===== src/core/adc_mode_alarm_map.vh =====
`ifndef ADC_MODE_ALARM_MAP_VH
`define ADC_MODE_ALARM_MAP_VH
// register addresses (word index on the plain port)
`define ADDR_LINK_EN 4'h0
`define ADDR_MODE 4'h1
`define ADDR_KM1 4'h2
`define ADDR_INMUX 4'h3
`define ADDR_PWR 4'h4
`define ADDR_ALMCTL 4'h5
`define ADDR_ALMSTAT 4'h6
`define ADDR_LANEALM 4'h7
`define ADDR_ALMMASK 4'h8
`define ADDR_DERIVED 4'h9
`define ADDR_ALARM 4'hA
// field positions
`define ALM_CLK 0
`define ALM_FIFO 1
`define PWR_A 0
`define PWR_B 1
`define PWR_GLOBAL 2
`define CTL_REINIT 0
`define CTL_PINSEL 1
`define MUX_DUALSWAP 0
`define MUX_SEL_LO 1
`define MUX_SEL_HI 2
// single-input select codes
`define SEL_INA 2'h0
`define SEL_INB 2'h1
`define SEL_BOTH 2'h2
// mode codes
`define MODE_S8_8 6'h05
`define MODE_S8_16 6'h06
`define MODE_D8_8 6'h07
`define MODE_D8_16 6'h08
`define MODE_S64_4 6'h22
`define MODE_D64_4 6'h23
// R in eighths of a bit per clock
`define R_2P5 6'h14
`define R_1P25 6'h0A
`define R_4P125 6'h21
// lane counts per link, fixed E and links values
`define L_4 4'h4
`define L_8 4'h8
`define L_2 4'h2
`define E_FIXED 1'h1
`define LINKS_FIXED 2'h2
// reset values, lane count and reinit pulse length
`define KM1_RESET 8'h1F
`define MODE_RESET 6'h00
`define NLANES 16
`define REINIT_CYCLES 4'h7
`endif


===== src/core/adc_mode_alarm.v =====
// Our own choices: the strobed register port and the address map.
`timescale 1ns/1ps
`include "adc_mode_alarm_map.vh"
module adc_mode_alarm (
    input wire clk_sys,
    input wire rstn,
    input wire [3:0] regAddr,
    input wire [31:0] regWdata,
    input wire regWr,
    input wire regRd,
    output reg [31:0] regRdata,
    input wire halfRateTick,
    input wire chanAClkPhase,
    input wire chanBClkPhase,
    input wire global_powerdown_pin,
    input wire [15:0] laneFifoFault,
    output wire linkReset,
    output wire serializerPowerdown,
    output wire serializerClkGate,
    output reg linkReinit,
    output reg [1:0] coreInterleave,
    output reg coreAInput,
    output reg coreBInput,
    output reg coreAPowerdown,
    output reg coreBPowerdown,
    output reg [5:0] laneRate,
    output reg [3:0] lanesPerLink,
    output reg [8:0] framesPerMultiframe,
    output reg multiblocksPerExt,
    output reg ilasEnable,
    output reg modeValid,
    output reg alarmSummary,
    output reg status_output_pin
);
    // software and internal state
    reg link_enable; // link on
    reg [5:0] link_mode_code; // operating mode code
    reg [7:0] frames_per_multiframe_m1; // K minus one
    reg dualSwap; // dual mode input swap
    reg [1:0] singleSel; // single mode input select
    reg chan_a_powerdown; // channel A off
    reg chan_b_powerdown; // channel B off
    reg globalPdReg; // global powerdown by register
    reg reinit_on_fifo_alarm; // auto reinit enable
    reg pinSelAlarm; // pin shows alarm summary
    reg [1:0] alarm_status_bits; // sticky alarms
    reg [15:0] fifo_alarm_per_lane; // sticky lane flags
    reg [1:0] alarmMask; // one masks the alarm
    reg globalPdPrev; // powerdown state last cycle
    reg [3:0] reinitCount; // reinit pulse length
    // derived mode values
    reg desMode; // interleave parameter
    reg enc8b10b; // encoding is 8b/10b
    reg [5:0] rDerived; // R in eighths
    reg [3:0] lDerived; // lanes per link
    reg known; // legal mode code
    wire globalPd;
    wire clkMismatch;
    wire anyLaneFault;
    wire pdExit;
    wire wrAlm;
    wire wrLane;
    wire [1:0] alarmEvents; // clock and fifo events this cycle
    wire [1:0] next_alarm; // alarm bits after this edge
    wire [15:0] alarmUpdate; // full-width sticky result

    // write strobe decode helper
    function isWrite;
        input [3:0] addr;
        input [3:0] target;
        input wr;
        begin
            isWrite = wr && (addr == target);
        end
    endfunction

    // sticky flag update: set beats clear
    function [15:0] sticky;
        input [15:0] cur;
        input [15:0] setv;
        input [15:0] clr;
        begin
            sticky = (cur & ~clr) | setv;
        end
    endfunction

    // register bit and pin both power the device down
    assign globalPd = globalPdReg | global_powerdown_pin;
    // compare only on half-rate ticks, only with link up
    assign clkMismatch = halfRateTick && link_enable && !globalPd &&
        (chanAClkPhase != chanBClkPhase);
    // one faulty lane is enough for the summary bit
    assign anyLaneFault = |laneFifoFault;
    // falling edge of the combined powerdown
    assign pdExit = globalPdPrev && !globalPd;
    // write-one-to-clear strobes for the two status words
    assign wrAlm = isWrite(regAddr, `ADDR_ALMSTAT, regWr);
    assign wrLane = isWrite(regAddr, `ADDR_LANEALM, regWr);
    // bit one fifo summary, bit zero clock upset
    assign alarmEvents = {anyLaneFault, clkMismatch | pdExit};
    // status bits: events set, host write of one clears
    assign alarmUpdate = sticky({14'h0000, alarm_status_bits},
        {14'h0000, alarmEvents},
        wrAlm ? {14'h0000, regWdata[1:0]} : 16'h0000);
    // only the two low bits carry alarms
    assign next_alarm = alarmUpdate[1:0];

    // link disabled holds block in reset, gated and off
    assign linkReset = !link_enable || linkReinit;
    assign serializerPowerdown = !link_enable;
    assign serializerClkGate = !link_enable;

    // register writes
    always @(posedge clk_sys or negedge rstn) begin
        if (!rstn) begin
            // all software fields to their reset values
            link_enable <= 1'b0;
            link_mode_code <= `MODE_RESET;
            frames_per_multiframe_m1 <= `KM1_RESET;
            dualSwap <= 1'b0;
            singleSel <= `SEL_INA;
            chan_a_powerdown <= 1'b0;
            chan_b_powerdown <= 1'b0;
            globalPdReg <= 1'b0;
            reinit_on_fifo_alarm <= 1'b0;
            pinSelAlarm <= 1'b0;
            alarmMask <= 2'h0;
        end else if (regWr) begin
            case (regAddr)
                `ADDR_LINK_EN: begin
                    // link on or off, no side conditions
                    link_enable <= regWdata[0];
                end
                `ADDR_MODE: begin
                    // parameters change only with link off
                    if (!link_enable) begin
                        link_mode_code <= regWdata[5:0];
                    end
                end
                `ADDR_KM1: begin
                    // K minus one, frozen while link runs
                    if (!link_enable) begin
                        frames_per_multiframe_m1 <= regWdata[7:0];
                    end
                end
                `ADDR_INMUX: begin
                    // input routing, takes effect next edge
                    dualSwap <= regWdata[`MUX_DUALSWAP];
                    singleSel <= regWdata[`MUX_SEL_HI:`MUX_SEL_LO];
                end
                `ADDR_PWR: begin
                    // per-channel and global powerdown
                    chan_a_powerdown <= regWdata[`PWR_A];
                    chan_b_powerdown <= regWdata[`PWR_B];
                    globalPdReg <= regWdata[`PWR_GLOBAL];
                end
                `ADDR_ALMCTL: begin
                    // auto reinit and pin source
                    reinit_on_fifo_alarm <= regWdata[`CTL_REINIT];
                    pinSelAlarm <= regWdata[`CTL_PINSEL];
                end
                `ADDR_ALMMASK: begin
                    // one bit per alarm, one masks it
                    alarmMask <= regWdata[1:0];
                end
                default: begin
                    // other addresses: status words clear by strobe, the rest hold no writable state
                end
            endcase
        end
    end

    // sticky alarms, lane flags, powerdown history
    always @(posedge clk_sys or negedge rstn) begin
        if (!rstn) begin
            alarm_status_bits <= 2'h0;
            fifo_alarm_per_lane <= 16'h0000;
            globalPdPrev <= 1'b0;
        end else begin
            alarm_status_bits <= next_alarm;
            // lane flags: fault sets, write of one clears
            fifo_alarm_per_lane <= sticky(fifo_alarm_per_lane,
                laneFifoFault,
                wrLane ? regWdata[15:0] : 16'h0000);
            // remembered for powerdown exit detect
            globalPdPrev <= globalPd;
        end
    end

    // automatic reinit pulse on fifo fault
    always @(posedge clk_sys or negedge rstn) begin
        if (!rstn) begin
            reinitCount <= 4'h0;
            linkReinit <= 1'b0;
        end else if (anyLaneFault && reinit_on_fifo_alarm && link_enable) begin
            // fault with reinit enabled: restart the pulse
            reinitCount <= `REINIT_CYCLES;
            linkReinit <= 1'b1;
        end else if (reinitCount != 4'h0) begin
            // count down, drop on the last count
            reinitCount <= reinitCount - 4'h1;
            linkReinit <= (reinitCount != 4'h1);
        end else begin
            linkReinit <= 1'b0;
        end
    end

    // mode code decode into transport parameters
    always @* begin
        // defaults: dual channel, 8b/10b, four lanes per link
        desMode = 1'b0;
        enc8b10b = 1'b1;
        rDerived = `R_2P5;
        lDerived = `L_4;
        known = 1'b1;
        case (link_mode_code)
            `MODE_S8_8: begin
                // single channel, eight lanes
                desMode = 1'b1;
            end
            `MODE_S8_16: begin
                // single channel, sixteen lanes
                desMode = 1'b1;
                rDerived = `R_1P25;
                lDerived = `L_8;
            end
            `MODE_D8_8: begin
                // dual channel, eight lanes
                desMode = 1'b0;
            end
            `MODE_D8_16: begin
                // dual channel, sixteen lanes
                rDerived = `R_1P25;
                lDerived = `L_8;
            end
            `MODE_S64_4: begin
                // single channel, 64b/66b, four lanes
                desMode = 1'b1;
                enc8b10b = 1'b0;
                rDerived = `R_4P125;
                lDerived = `L_2;
            end
            `MODE_D64_4: begin
                // dual channel, 64b/66b, four lanes
                enc8b10b = 1'b0;
                rDerived = `R_4P125;
                lDerived = `L_2;
            end
            default: begin
                // reserved code
                known = 1'b0;
            end
        endcase
    end

    // registered parameters and core routing
    always @(posedge clk_sys or negedge rstn) begin
        if (!rstn) begin
            coreInterleave <= 2'h0;
            coreAInput <= 1'b0;
            coreBInput <= 1'b1;
            coreAPowerdown <= 1'b1;
            coreBPowerdown <= 1'b1;
            laneRate <= 6'h00;
            lanesPerLink <= 4'h0;
            framesPerMultiframe <= 9'h000;
            multiblocksPerExt <= 1'b0;
            ilasEnable <= 1'b0;
            modeValid <= 1'b0;
        end else begin
            // transport parameters follow the decode
            modeValid <= known;
            laneRate <= rDerived;
            lanesPerLink <= lDerived;
            // K used only with 8b/10b
            framesPerMultiframe <= enc8b10b ?
                {1'b0, frames_per_multiframe_m1} + 9'h001 : 9'h000;
            // E used only with 64b/66b
            multiblocksPerExt <= enc8b10b ? 1'b0 : `E_FIXED;
            ilasEnable <= enc8b10b && link_enable;
            if (desMode) begin
                // both cores on one stream, output as single
                coreAPowerdown <= globalPd;
                coreBPowerdown <= globalPd;
                // both inputs: cores sample out of phase
                if (singleSel == `SEL_BOTH) begin
                    coreInterleave <= 2'h2;
                    coreAInput <= 1'b0;
                    coreBInput <= 1'b1;
                end else begin
                    coreInterleave <= 2'h1;
                    coreAInput <= (singleSel == `SEL_INB);
                    coreBInput <= (singleSel == `SEL_INB);
                end
            end else begin
                // dual: one input per core, own powerdowns
                coreInterleave <= 2'h0;
                coreAInput <= dualSwap;
                coreBInput <= !dualSwap;
                coreAPowerdown <= globalPd || chan_a_powerdown;
                coreBPowerdown <= globalPd || chan_b_powerdown;
            end
        end
    end

    // summary alarm and status pin
    always @(posedge clk_sys or negedge rstn) begin
        if (!rstn) begin
            alarmSummary <= 1'b0;
            status_output_pin <= 1'b0;
        end else begin
            // unmasked alarms, same edge as the status bit
            alarmSummary <= |(next_alarm & ~alarmMask);
            // pin repeats the summary when selected
            status_output_pin <= pinSelAlarm &&
                (|(next_alarm & ~alarmMask));
        end
    end

    // read port, data one cycle after strobe
    always @(posedge clk_sys or negedge rstn) begin
        if (!rstn) begin
            regRdata <= 32'h00000000;
        end else if (regRd) begin
            case (regAddr)
                // control fields
                `ADDR_LINK_EN: regRdata <= {31'h0, link_enable};
                `ADDR_MODE: regRdata <= {26'h0, link_mode_code};
                `ADDR_KM1: regRdata <= {24'h0, frames_per_multiframe_m1};
                `ADDR_INMUX: regRdata <= {29'h0, singleSel, dualSwap};
                `ADDR_PWR: regRdata <= {29'h0, globalPdReg,
                    chan_b_powerdown, chan_a_powerdown};
                `ADDR_ALMCTL: regRdata <= {30'h0, pinSelAlarm,
                    reinit_on_fifo_alarm};
                // status, mask and derived words
                `ADDR_ALMSTAT: regRdata <= {30'h0, alarm_status_bits};
                `ADDR_LANEALM: regRdata <= {16'h0, fifo_alarm_per_lane};
                `ADDR_ALMMASK: regRdata <= {30'h0, alarmMask};
                `ADDR_DERIVED: regRdata <= {14'h0, modeValid,
                    multiblocksPerExt, lanesPerLink, laneRate,
                    `LINKS_FIXED, coreInterleave, enc8b10b, desMode};
                `ADDR_ALARM: regRdata <= {31'h0, alarmSummary};
                // unmapped indexes read as zero
                default: regRdata <= 32'h00000000;
            endcase
        end else begin
            // zero outside the read cycle
            regRdata <= 32'h00000000;
        end
    end
endmodule // adc_mode_alarm


===== config.mk =====
export PLATFORM = sky130hd
export DESIGN_NAME = adc_mode_alarm
export DESIGN_NICKNAME = d
export VERILOG_FILES = /design/src/core/adc_mode_alarm.v
export VERILOG_INCLUDE_DIRS = /design/src /design/src/core
export SDC_FILE = /design/constraint.sdc
export NUM_CORES = 1
export LEC_CHECK = 0
export BUFFER_PORTS_ARGS = -buffer_cell sky130_fd_sc_hd__buf_4
export CAP_MARGIN = 20
export CORE_UTILIZATION = 52
export DETAILED_ROUTE_END_ITERATION = 10
export HOLD_SLACK_MARGIN = 0.12
export PLACE_DENSITY = 0.8
export SYNTH_ARGS = -nofsm -noshare
export SYNTH_HDL_FRONTEND = slang
export SYNTH_SLANG_ARGS = --single-unit

===== constraint.sdc =====
create_clock -name clk_sys -period 1.75 [get_ports clk_sys]
set_input_delay 0.175 -clock clk_sys [delete_from_list [all_inputs] [get_ports clk_sys]]
set_output_delay 0.175 -clock clk_sys [all_outputs]
set_load 0.01 [all_outputs]

After elaboration in Yosys (flattened, before gate mapping)
Cells that the tools add are included.

Register bits after elaboration: 111. Input port bits: 60. Output and inout bits: 66. Logic and storage cells: 118.

Add/sub/neg operators: 2. Eq/ne operators: 20. Mux-type cells: 23. Bitwise operators: 11. Reductions and logical operators: 32.

Operators by type and width (number): one-hot mux 18 bit (11 select lines) (1); 2-to-1 mux 32 bit (1); == test 6 x 3 -> 1 bit, second input constant (3); AND 16 bit (1); == test 4 x 3 -> 1 bit, second input constant (4); 2-to-1 mux 16 bit (1); NOT 16 bit (1); OR 16 bit (1); OR reduction 16 bit (1); == test 4 bit, second input constant (3); == test 6 bit, second input constant (2); 2-to-1 mux 1 bit (12); one-hot mux 6 bit (2 select lines) (1); logical AND 1 bit (10); AND reduction 2 bit (5); adder 8 x 1 -> 9 bit, second input constant (1); 2-to-1 mux 9 bit (1); == test 4 x 2 -> 1 bit, second input constant (2); 2-to-1 mux 4 bit (2); one-hot mux 4 bit (2 select lines) (1); == test 6 x 4 -> 1 bit, second input constant (1); 2-to-1 mux 2 bit (3); AND reduction 3 bit (2); OR reduction 2 bit (3); 18 further kinds (25).

Longest topological paths before layout
Gate-level depths: netlist (run 1).

Word-level depth: 9. Depth in mapped cells: 8.

Least setup slack after synthesis (run 1)
No wires, ideal clock.

Path type: flip-flop to flip-flop. From: register link_mode_code[2]. To: register coreAInput. Library setup time: 0.125 ns. Arrival time: 1.322 ns. Required time: 1.625 ns. Path slack: 0.303 ns. Cell stages (with the launch flop): 5. Path through: dfrtp_1 -> nor2b_1 -> and3b_1 -> o21ai_2 -> mux2_2.

Cells in the longest elaborated chain, start to end: 4.

RTL lines: from (decl) (line adc_mode_alarm.v:37) `reg [5:0] link_mode_code;`; from (signal assigned) (line adc_mode_alarm.v:118) `` link_mode_code <= `MODE_RESET; ``; from (signal assigned) (line adc_mode_alarm.v:137) `link_mode_code <= regWdata[5:0];`; == test 6 bit / == test 6 x 3 -> 1 bit (equally long branches) (line adc_mode_alarm.v:216) `case (link_mode_code)`; OR reduction 3 bit (no source line) *; 2-to-1 mux 1 bit * (line adc_mode_alarm.v:216); 2-to-1 mux 1 bit * (line adc_mode_alarm.v:281) `if (desMode) begin`; to (signal assigned) (line adc_mode_alarm.v:292) `` coreAInput <= (singleSel == `SEL_INB); ``; to (signal assigned) (line adc_mode_alarm.v:298) `coreAInput <= dualSwap;`; to (decl) (line adc_mode_alarm.v:22) `output reg coreAInput,`.

Mark *: on every way between the ends. The rest lies on a longest branch, timed or not. A chain may end at the register's enable or synchronous reset.

Worst setup path in the final report (run 1)
From: input port regAddr[0]. To: register fifo_alarm_per_lane[15].

Cells in the longest elaborated chain, start to end: 6.

RTL lines: from (decl) (line adc_mode_alarm.v:7) `input wire [3:0] regAddr,`; == test 4 x 3 -> 1 bit (line adc_mode_alarm.v:73) `isWrite = wr && (addr == target);`; logical AND 1 bit (line adc_mode_alarm.v:73); 2-to-1 mux 16 bit (line adc_mode_alarm.v:184) `wrLane ? regWdata[15:0] : 16'h0000);`; NOT 16 bit (line adc_mode_alarm.v:83) `sticky = (cur & ~clr) | setv;`; AND 16 bit (line adc_mode_alarm.v:83); OR 16 bit (line adc_mode_alarm.v:83); to (signal assigned) (line adc_mode_alarm.v:182) `fifo_alarm_per_lane <= sticky(fifo_alarm_per_lane,`; to (decl) (line adc_mode_alarm.v:47) `reg [15:0] fifo_alarm_per_lane;`.

No other way between the ends.

==> results of run 1 <==
## per-stage QoR
step / worst slack (ns) / power [W] / cells
2_1_floorplan: 0.303 / 0.00358 / 390
3_3_place_gp: -0.119 / 0.00410 / 564
3_5_place_dp: -0.106 / 0.00417 / 564
4_1_cts: 0.0411 / 0.00581 / 617
5_1_grt: 0.0132 / 0.00612 / 617
6_report: 0.0744 / 0.00581 / 617
## timing repair
| item | in CTS | in global routing |
|---|---|---|
| endpoints found under the hold margin | 89 | 0 |
| setup endpoints to repair | 0 | 12 |
| gates resized for setup | 0 | 3 |
| hold buffers | 37 | 0 |
## registers in the layout (all words and copies together) (netlist names), 2 cells and up
signal,cells
singleSel,2
coreInterleave,2
regRdata,18
framesPerMultiframe,9
alarmMask,2
alarm_status_bits,2
link_mode_code,6
frames_per_multiframe_m1,8
laneRate,3
fifo_alarm_per_lane,16
reinitCount,4
## final timing paths
kind	startpoint	end	slack, ns	cells after the start
min in group asynchronous	rstn	framesPerMultiframe[3]$_DFF_PN0_	0.30	2
worst min register to register	dualSwap$_DFFE_PN0P_	coreBInput$_DFF_PN1_	0.49	1
worst min-delay path	regWdata[0]	frames_per_multiframe_m1[0]$_DFFE_PN1P_	0.15	2
worst max register to register	singleSel[1]$_DFFE_PN0P_	regRdata[2]$_DFF_PN0_	0.15	5
max in group asynchronous	rstn	fifo_alarm_per_lane[0]$_DFF_PN0_	0.81	3
worst max-delay path	regAddr[0]	fifo_alarm_per_lane[15]$_DFF_PN0_	0.07	8
## cell type report
cell class	count	area (um2)
flip-flops and latches	90	2260
multi-input cells	251	1710
inverters	12	45.0
well taps	102	128
clock buffers	10	138
fillers	552	2170
repair buffers	146	1210
clock inverters	6	95.1
## logic make-up after synthesis
kind of cell | share of synthesized area
AND/OR/NAND/NOR | 0.157
flip-flops | 0.537
AO/OA/AOI/OAI | 0.116
buffers and inverters | 0.0719
multiplexers | 0.0844
XOR/XNOR | 0.0146
adder cells (fa/ha/maj) | 0.0178
other | 0.000890
## layer usage
metal  share of wire  up-vias  global-route usage
li1                -     1537                   -
met4           0.028        0               0.104
met3           0.054       24              0.0622
met2            0.50      126               0.465
met5               0        -                   0
met1            0.42     1663               0.328
## worst max-delay path: stages
cell and delay [ns]:
buf_4 0.21, nand2_1 0.11, nor3b_2 0.19, and2_2 0.24
buf_12 0.15, nand2_1 0.08, a21o_1 0.18, dlygate4sd3_1 0.58
## power by group
part	internal [W]	leakage, nW	switching [W]
Combinational	0.000787	1.37	0.000676
Clock	0.000858	0.117	0.000746
Sequential	0.00244	1.06	0.000304
## cell usage in the layout, fill, tap and decap left out, types with 3 or more instances in the layout
master / Yosys / final
inv_1: 12 / 12
o21ai_0: 9 / 9
clkbuf_8: 0 / 10
and3_1: 5 / 5
ha_1: 6 / 6
nand3b_1: 3 / 3
dfstp_2: 8 / 8
nand3_1: 9 / 9
a22o_1: 6 / 6
a21o_1: 19 / 19
nand2_1: 36 / 36
dlygate4sd3_1: 0 / 37
mux2_4: 9 / 9
a31oi_1: 3 / 3
a22oi_1: 4 / 4
nor3_1: 4 / 4
a21oi_1: 16 / 16
xnor2_1: 4 / 4
mux2_2: 16 / 16
buf_4: 25 / 107
xor2_1: 3 / 3
conb_1: 1 / 15
nor2_1: 26 / 26
or3_1: 3 / 3
dfrtp_1: 82 / 82
nor2b_1: 5 / 5
and2_1: 4 / 3
mux2i_1: 4 / 4
nor4_1: 5 / 4
nand2b_1: 4 / 4
==> summary.txt, run 1 <==
Drt
  – Router iterations before antenna repair: 5
  – DRC viols: 0
  – Via count: ~3,400
  – Avg Vias per Cell: 5.43
  – ANT nets after route: 0
  – Starting DRT DRC Count: 165
  – Routed Wire Length: ~11,000 um
  – Routed length per instance: 17.5 um

Synthesis
  – Post-synth EDFFs: 0
  – Mapped Cells: 376
  – Count of cell types in the netlist: 54
  – Commonest cells post-synth: dfrtp_1, nand2_1, nor2_1
  – Synth area leader: dfrtp_1
  – Count leader, synth: dfrtp_1
  – Mean Syn Cell Area: 11.2 um2
  – Async set-reset flop share out of synthesis: 1.00
  – Post-synthesis sequential area ratio: 0.537
  – Ys flop type: dfrtp_1
  – Top-area cell type share of the netlist area: 0.487
  – Mapped Area: 4210 um2
  – FF+latch count, synth: 90
  – Ys Warns: 0
  – Area contributors post-synth: dfrtp_1, dfstp_2, buf_4

Clock tree
  – CTS tree: yes
  – Post-CTS setup buffers: 0
  – Root Driver: clkbuf_8
  – Later-pin clock latency in the skew report: 0.37 ns
  – CTS Buf Count: 9
  – Longest Clk Path Bufs: 2
  – Clk sinks: 90
  – CTS clk-pin slew, worst paths: 0.09 ns
  – H-tree depth: 3

Power and ir drop
  – Peak supply drop: 0.684 mV
  – Pwr/cell area: approximately 1000 nW/um2
  – Static leakage: approximately 2.5 nW

Worst setup path
  – Critical Path End Type: flip-flop
  – Setup Crit Path Kind: input pin to flip-flop
  – Required time of the critical path: approximately 2.0 ns
  – Crit path launch type: input pin
  – Largest fanout on the critical path: 18
  – Crit path arrival time: between 1.5 and 2 ns

Timing
  – Clk_skew: ~0.016 ns
  – Final setup violation count: 0
  – Min cycle time layout: 1.68 ns
  – Setup TNS: 0 ns
  – Fmax: 0.597 GHz
  – Slew Limit Headroom: 0.643
  – Hold_ws: 0.147 ns
  – Fin. Hold Viols: 0
  – RSZ-0062 raised after global routing: false
  – Actual slew at the worst max-slew pin: 0.530 ns
  – Final period util: 0.957
  – Final slew viol count: 0

Global routing
  – Total gr overflow: 0
  – Vias in the first global route: 3,377
  – First-pass GRT wire length: 17,300 um
  – Initial antenna violation count: 0
  – Largest net degree at the start of global routing: 41
  – GRT Resource Usage Total: 0.270

Flow run
  – Max Cap Viol: 0

Floorplan
  – DIE WIDTH: approximately 90 um
  – Row count: 32
  – DIE AREA: 8460 um2
  – Initial core utilization: 0.542
  – Core Area: 7770 um2
  – # IOs: approximately 130
  – Die Ht: around 92 um

Placement
  – Post-DP Area: 4980 um2
  – Count of buffers from port buffering: 94
  – Dpl hpwl: 7170 um
  – Gpl congestion: approximately 0.87

Layout
  – Ant. Diodes: 0
  – Area grow syn2layout: 32.8%
  – Final net count: 576
  – Share of layout cells above drive strength 1: 0.336
  – Final Core Density: 0.720
  – Final Cell Area: 5590 um2

Min path
  – Hold Path Class: input pin to flip-flop

Status
  – Status: complete, no violations
(Power assumes the default switching activity.)
==> run 2: changes to the inputs <==
Settings changed: BUFFER_PORTS_ARGS -buffer_cell sky130_fd_sc_hd__buf_4 to -buffer_cell sky130_fd_sc_hd__buf_2.
==> run 2 against run 1 <==
Sequential power hardly changed. Worst hold slack worse by 0.010 ns. Core utilization is 3.9 points lower. First-iteration DRC count is 20% higher. Setup slack worse by 0.019 ns. Highest routed layer unchanged. Clock skew is 0.0014 ns lower. Via count is 1.3% lower. Cell area is 5.4% lower. Clock power is 21% lower. Power is 8.2% lower. Largest power group unchanged.
==> summary.txt, run 2 (same netlist as run 1, synthesis figures left out) <==
Power and ir drop
  – Peak supply drop: 0.612 mV
  – Static leakage: 2.45 nW
  – Pwr/cell area: 1010 nW/um2

Drt
  – Via count: 3,307
  – ANT nets after route: 0
  – Routed Wire Length: about 10,000 um
  – Avg Vias per Cell: 5.36
  – Starting DRT DRC Count: approximately 200
  – Routed length per instance: 16.5 um
  – Router iterations before antenna repair: 4
  – DRC viols: 0

Worst setup path
  – Setup Crit Path Kind: input pin to flip-flop
  – Cells along the critical path: dlygate4sd3_1, buf_2, nor4_2, nand4_1, and3_4, or4_4
  – CP peak stage delay: 0.55 ns
  – Crit path launch type: input pin
  – Worst R2R Start: reinitCount[0]$_DFFE_PN0P_
  – Critical Path End Type: flip-flop
  – WP buf/inv: 2
  – Worst reg-to-reg path cell count: 5
  – Worst R2R Setup Slack: 0.17 ns
  – R2r endpoint: reinitCount[1]$_DFFE_PN0P_
  – CP max-delay cell: dlygate4sd3_1
  – Crit path max-delay family: simple AND/OR/NAND/NOR gates
  – Largest fanout on the critical path: 2
  – Crit path arrival time: 1.92 ns
  – Setup crit start: laneFifoFault[7]
  – Required time of the critical path: 1.98 ns

Floorplan
  – DIE WIDTH: ~92 um
  – Core Area: around 7800 um2
  – Die Ht: 92.0 um
  – # IOs: 126
  – Row count: 32
  – DIE AREA: 8460 um2
  – Initial core utilization: 0.542

Layout
  – Reg with most FFs: regRdata
  – Ant. Diodes: 0
  – Final net count: 576
  – Most common cell after layout, fill and taps aside: buf_2
  – Non-filler cells, final: roughly 620
  – Area grow syn2layout: 25.6%
  – Commonest cells after routing, fill and taps aside: buf_2, dfrtp_1, nand2_1
  – Top flop regs: regRdata (18), fifo_alarm_per_lane (16), framesPerMultiframe (9)
  – Share of layout cells above drive strength 1: 0.340
  – Largest register FFs: 18

Timing
  – Fin. Hold Viols: 0
  – Fmax: 0.590 GHz
  – RSZ-0062 raised after global routing: false
  – Final slew viol count: 0
  – Setup TNS: 0 ns
  – Final setup violation count: 0
  – Min cycle time layout: 1.69 ns
  – Clk_skew: 0.0145 ns
  – Final period util: 0.968

Global routing
  – First-pass GRT wire length: 16,300 um
  – Largest net degree at the start of global routing: 56
  – Vias in the first global route: 3,249
  – GRT Resource Usage Total: 0.254
  – Initial antenna violation count: 0
  – Total gr overflow: 0

Min path
  – Min-delay src: regWdata[2]
  – Hold Path Class: input pin to flip-flop
  – Worst Hold Depth: 3
  – WHS Endpoint: singleSel[1]$_DFFE_PN0P_

Clock tree
  – Clk sinks: 90
  – Root Driver: clkbuf_8
  – CTS tree: yes
  – H-tree depth: 3
  – Later-pin clock latency in the skew report: 0.36 ns
  – CTS clk-pin slew, worst paths: roughly 0.080 ns
  – Longest Clk Path Bufs: 2
  – CTS Buf Count: 9

Placement
  – Count of buffers from port buffering: 94
  – Gpl congestion: 0.893
  – Dpl hpwl: 7180 um
  – Placed insts: 568

Status
  – Status: complete, no violations

Flow run
  – Max Cap Viol: 0
==> run 2: changes by cell type in the layout (fill, tap and decap cells not counted), moves of 2 or more <==
cell,before,now
buf_2,0,92
dlygate4sd3_1,37,33
clkinvlp_4,0,3
bufinv_16,2,0
buf_4,107,18
==> run 2: timing repair <==
action,CTS,global route
hold buffers,33,0
setup buffers,0,0
hold endpoints to repair,61,0
gates resized for setup,0,3
setup endpoints to repair,0,11
==> run 2: report_power, final <==
group	switching (W)	internal, W	total [W]
logic	0.000668	0.000668	0.00134
clock network	0.000741	0.000528	0.00127
registers	0.000289	0.00244	0.00273
total	0.00170	0.00364	0.00533
==> run 2: worst max path at each step <==
stage,to,slack [ns],depth (start not counted)
after CTS,linkReinit$_DFF_PN0_,0.03,6
after global placement,linkReinit$_DFF_PN0_,-0.12,6
after detailed placement,linkReinit$_DFF_PN0_,-0.04,6
after global routing,reinitCount[1]$_DFFE_PN0P_,0.007,5
after floorplan,coreAInput$_DFF_PN0_,0.30,4
final,linkReinit$_DFF_PN0_,0.06,6
==> run 2: metrics by stage <==
stage               power [W]  instance area [um2]  utilization  setup WS (ns)  hold WS [ns]
floorplan             0.00358                 4260            -          0.303        -0.121
global placement      0.00398                 4770        0.615         -0.120         0.153
detailed placement    0.00405                 4770        0.615        -0.0423         0.163
CTS                   0.00536                 5280        0.680         0.0277         0.124
global route          0.00563                 5290        0.681        0.00680         0.147
finish                0.00533                 5290        0.681         0.0552         0.137
==> run 2: worst min-delay path, delay by kind of cell <==
family / cells / cell delay, ns
simple gates: 1 / 0.06
buf+inv: 1 / 0.15
compound gates: 1 / 0.07
==> run 2: metal layers <==
layer | wire, um | part of all wire | track usage | up-vias
met2 | 5160 | 0.51 | 0.425 | 127
met4 | 239 | 0.024 | 0.103 | 0
li1 | - | - | - | 1537
met3 | 530 | 0.052 | 0.0464 | 20
met1 | 4230 | 0.42 | 0.325 | 1623
met5 | 0 | 0 | 0 | -
==> run 2: area by class of cell <==
class	count	area (um2)
sequential	90	2260
multi-input combinational	251	1710
clock buffer	10	128
clock inverter	6	48.8
inverter	12	45.0
fill	583	2480
tap	102	128
timing repair buffer	146	973
==> run 3: changes to the inputs <==
Settings changed: CORE_ASPECT_RATIO from default to 1.25.
==> run 3 against run 2 <==
Global-route usage decreased by 0.13 points. First-iteration DRC count increased by 22%. Cell count is 0.49% lower. Die area about the same. Worst hold slack improved by 0.012 ns. Fmax decreased by 2.5%. Critical path depth stayed put. Cell area rose by 0.66%. Register-to-register slack barely moved. Core utilization shrank 0.16 points. Critical endpoint unchanged. Largest power group unchanged.
==> summary.txt, run 3 (same netlist as run 1, synthesis figures left out) <==
Status
  – Status: complete, no violations

Layout
  – Final net count: 580
  – Reg area: 2260 um2
  – Most common cell after layout, fill and taps aside: buf_2
  – Multi-input combinational cell area: 1730 um2
  – Ant. Diodes: 0
  – Reg with most FFs: regRdata
  – Share of layout cells above drive strength 1: 0.351
  – Largest register FFs: 18
  – Area grow syn2layout: 26.5%
  – Fill cells: about 580
  – Commonest cells after routing, fill and taps aside: buf_2, dfrtp_1, nand2_1
  – Top flop regs: regRdata (18), fifo_alarm_per_lane (16), framesPerMultiframe (9)
  – Final Cell Area: 5330 um2
  – Non-filler cells, final: 614

Floorplan
  – # IOs: approximately 130
  – Die Ht: 103 um
  – Row count: 36
  – Core Area: between 7000 and 8000 um2
  – DIE AREA: 8470 um2
  – Initial core utilization: 0.537
  – DIE WIDTH: 82.5 um

Clock tree
  – H-tree depth: 3
  – CTS Buf Count: 9
  – Root Driver: clkbuf_8
  – Longest Clk Path Bufs: 2
  – Later-pin clock latency in the skew report: 0.36 ns
  – CTS clk-pin slew, worst paths: 0.09 ns
  – Clk sinks: 90
  – CTS tree: yes

Global routing
  – GR peak layer: met2
  – Vias in the first global route: 3,155
  – Grt met3 use: 0.0566
  – GRT Resource Usage Total: 0.252
  – GRT met2 Usage: 0.415
  – First-pass GRT wire length: 15,600 um
  – Grt met1 use: 0.314
  – Largest net degree at the start of global routing: 47
  – Initial antenna violation count: 0
  – Total gr overflow: 0

Drt
  – Starting DRT DRC Count: 242
  – Via count: 3,347
  – Routed Wire Length: 10,400 um
  – Routed length per instance: 17.0 um
  – ANT nets after route: 0
  – Router iterations before antenna repair: 4
  – Avg Vias per Cell: 5.45
  – DRC viols: 0

Worst setup path
  – CP peak stage delay: approximately 0.55 ns
  – Crit path arrival time: 1.98 ns
  – Critical Path End Type: flip-flop
  – Required time of the critical path: 1.99 ns
  – WP buf/inv: 2
  – Cells along the critical path: dlygate4sd3_1, buf_2, nor4_2, nand4_1, and3_4, or4_4
  – Setup Crit Path Kind: input pin to flip-flop
  – Largest fanout on the critical path: 5
  – CP max-delay cell: dlygate4sd3_1
  – Crit path max-delay family: simple AND/OR/NAND/NOR gates
  – Crit path launch type: input pin

Placement
  – Count of buffers from port buffering: 94
  – Post-DP Area: ~4700 um2
  – Placed insts: 560
  – Gpl congestion: 0.906
  – Dpl hpwl: 7050 um

Min path
  – Hold Path Class: input pin to flip-flop

Power and ir drop
  – Peak supply drop: 0.789 mV
  – Static leakage: 2.48 nW
  – Pwr/cell area: 1010 nW/um2

Timing
  – Min cycle time layout: 1.74 ns
  – Final setup violation count: 0
  – Fmax: 0.575 GHz
  – Clk_skew: 0.0137 ns
  – Fin. Hold Viols: 0
  – Final period util: 0.994
  – Final slew viol count: 0

Flow run
  – Max Cap Viol: 0
## run 3: changes by cell type in the layout (fill, tap and decap cells not counted), moves of 2 or more
| cell | change |
|---|---|
| buf_4 | +5 |
| clkinv_2 | +2 |
| nor4_1 | -2 |
| nor4_2 | +2 |
## run 3: repair_timing
item                                    in CTS  in global routing
endpoints found under the hold margin       99                  0
endpoints found under the setup margin       0                 13
buffers inserted                             0                  5
gates resized for setup                      0                  8
hold buffers                                34                  0
## run 3: worst paths after layout
check	start	end	slack, ns	cells after the start
setup / recovery	laneFifoFault[12]	linkReinit$_DFF_PN0_	0.01	6
min in group asynchronous	rstn	fifo_alarm_per_lane[0]$_DFF_PN0_	0.27	2
hold reg to reg	dualSwap$_DFFE_PN0P_	coreBInput$_DFF_PN1_	0.48	1
hold / removal	regWdata[2]	singleSel[1]$_DFFE_PN0P_	0.15	3
setup reg to reg	singleSel[1]$_DFFE_PN0P_	regRdata[2]$_DFF_PN0_	0.16	5
max in group asynchronous	rstn	frames_per_multiframe_m1[2]$_DFFE_PN1P_	0.83	3
## run 3: worst min-delay path: stages
cell	delay, ns
buf_2	0.15
nand2_1	0.06
o21ai_0	0.07
## run 3: area by class of cell
class / instances / share of cell area
multi-input combinational: 251 / 0.324
inverter: 12 / 0.00846
clock inverter: 7 / 0.00963
sequential: 90 / 0.425
clock buffer: 9 / 0.0233
timing repair buffer: 150 / 0.188
tap: 95 / 0.0223
## run 3: routing by layer
layer	wire, um	up-vias
met5	0	-
met4	312	0
met3	578	29
met2	5370	144
met1	4180	1626
li1	-	1548
## run 3: report_power, final
group	internal [W]	switching, W	leakage, nW
combinational	0.000674	0.000663	1.34
clock	0.000526	0.000758	0.0864
sequential	0.00244	0.000295	1.06
total	0.00364	0.00172	2.48
## run 3: stage by stage
step / hold slack (ns) / utilization / worst slack, ns / power (W) / TNS (ns)
final: 0.148 / 0.680 / 0.0112 / 0.00536 / 0
after global routing: 0.160 / 0.680 / -0.0420 / 0.00566 / -0.166
after CTS: 0.138 / 0.671 / 0.000259 / 0.00536 / 0
after detailed placement: 0.124 / 0.606 / 0.0757 / 0.00404 / 0
after global placement: 0.117 / 0.606 / 0.0551 / 0.00398 / 0
after floorplan: -0.121 / - / 0.303 / 0.00358 / 0
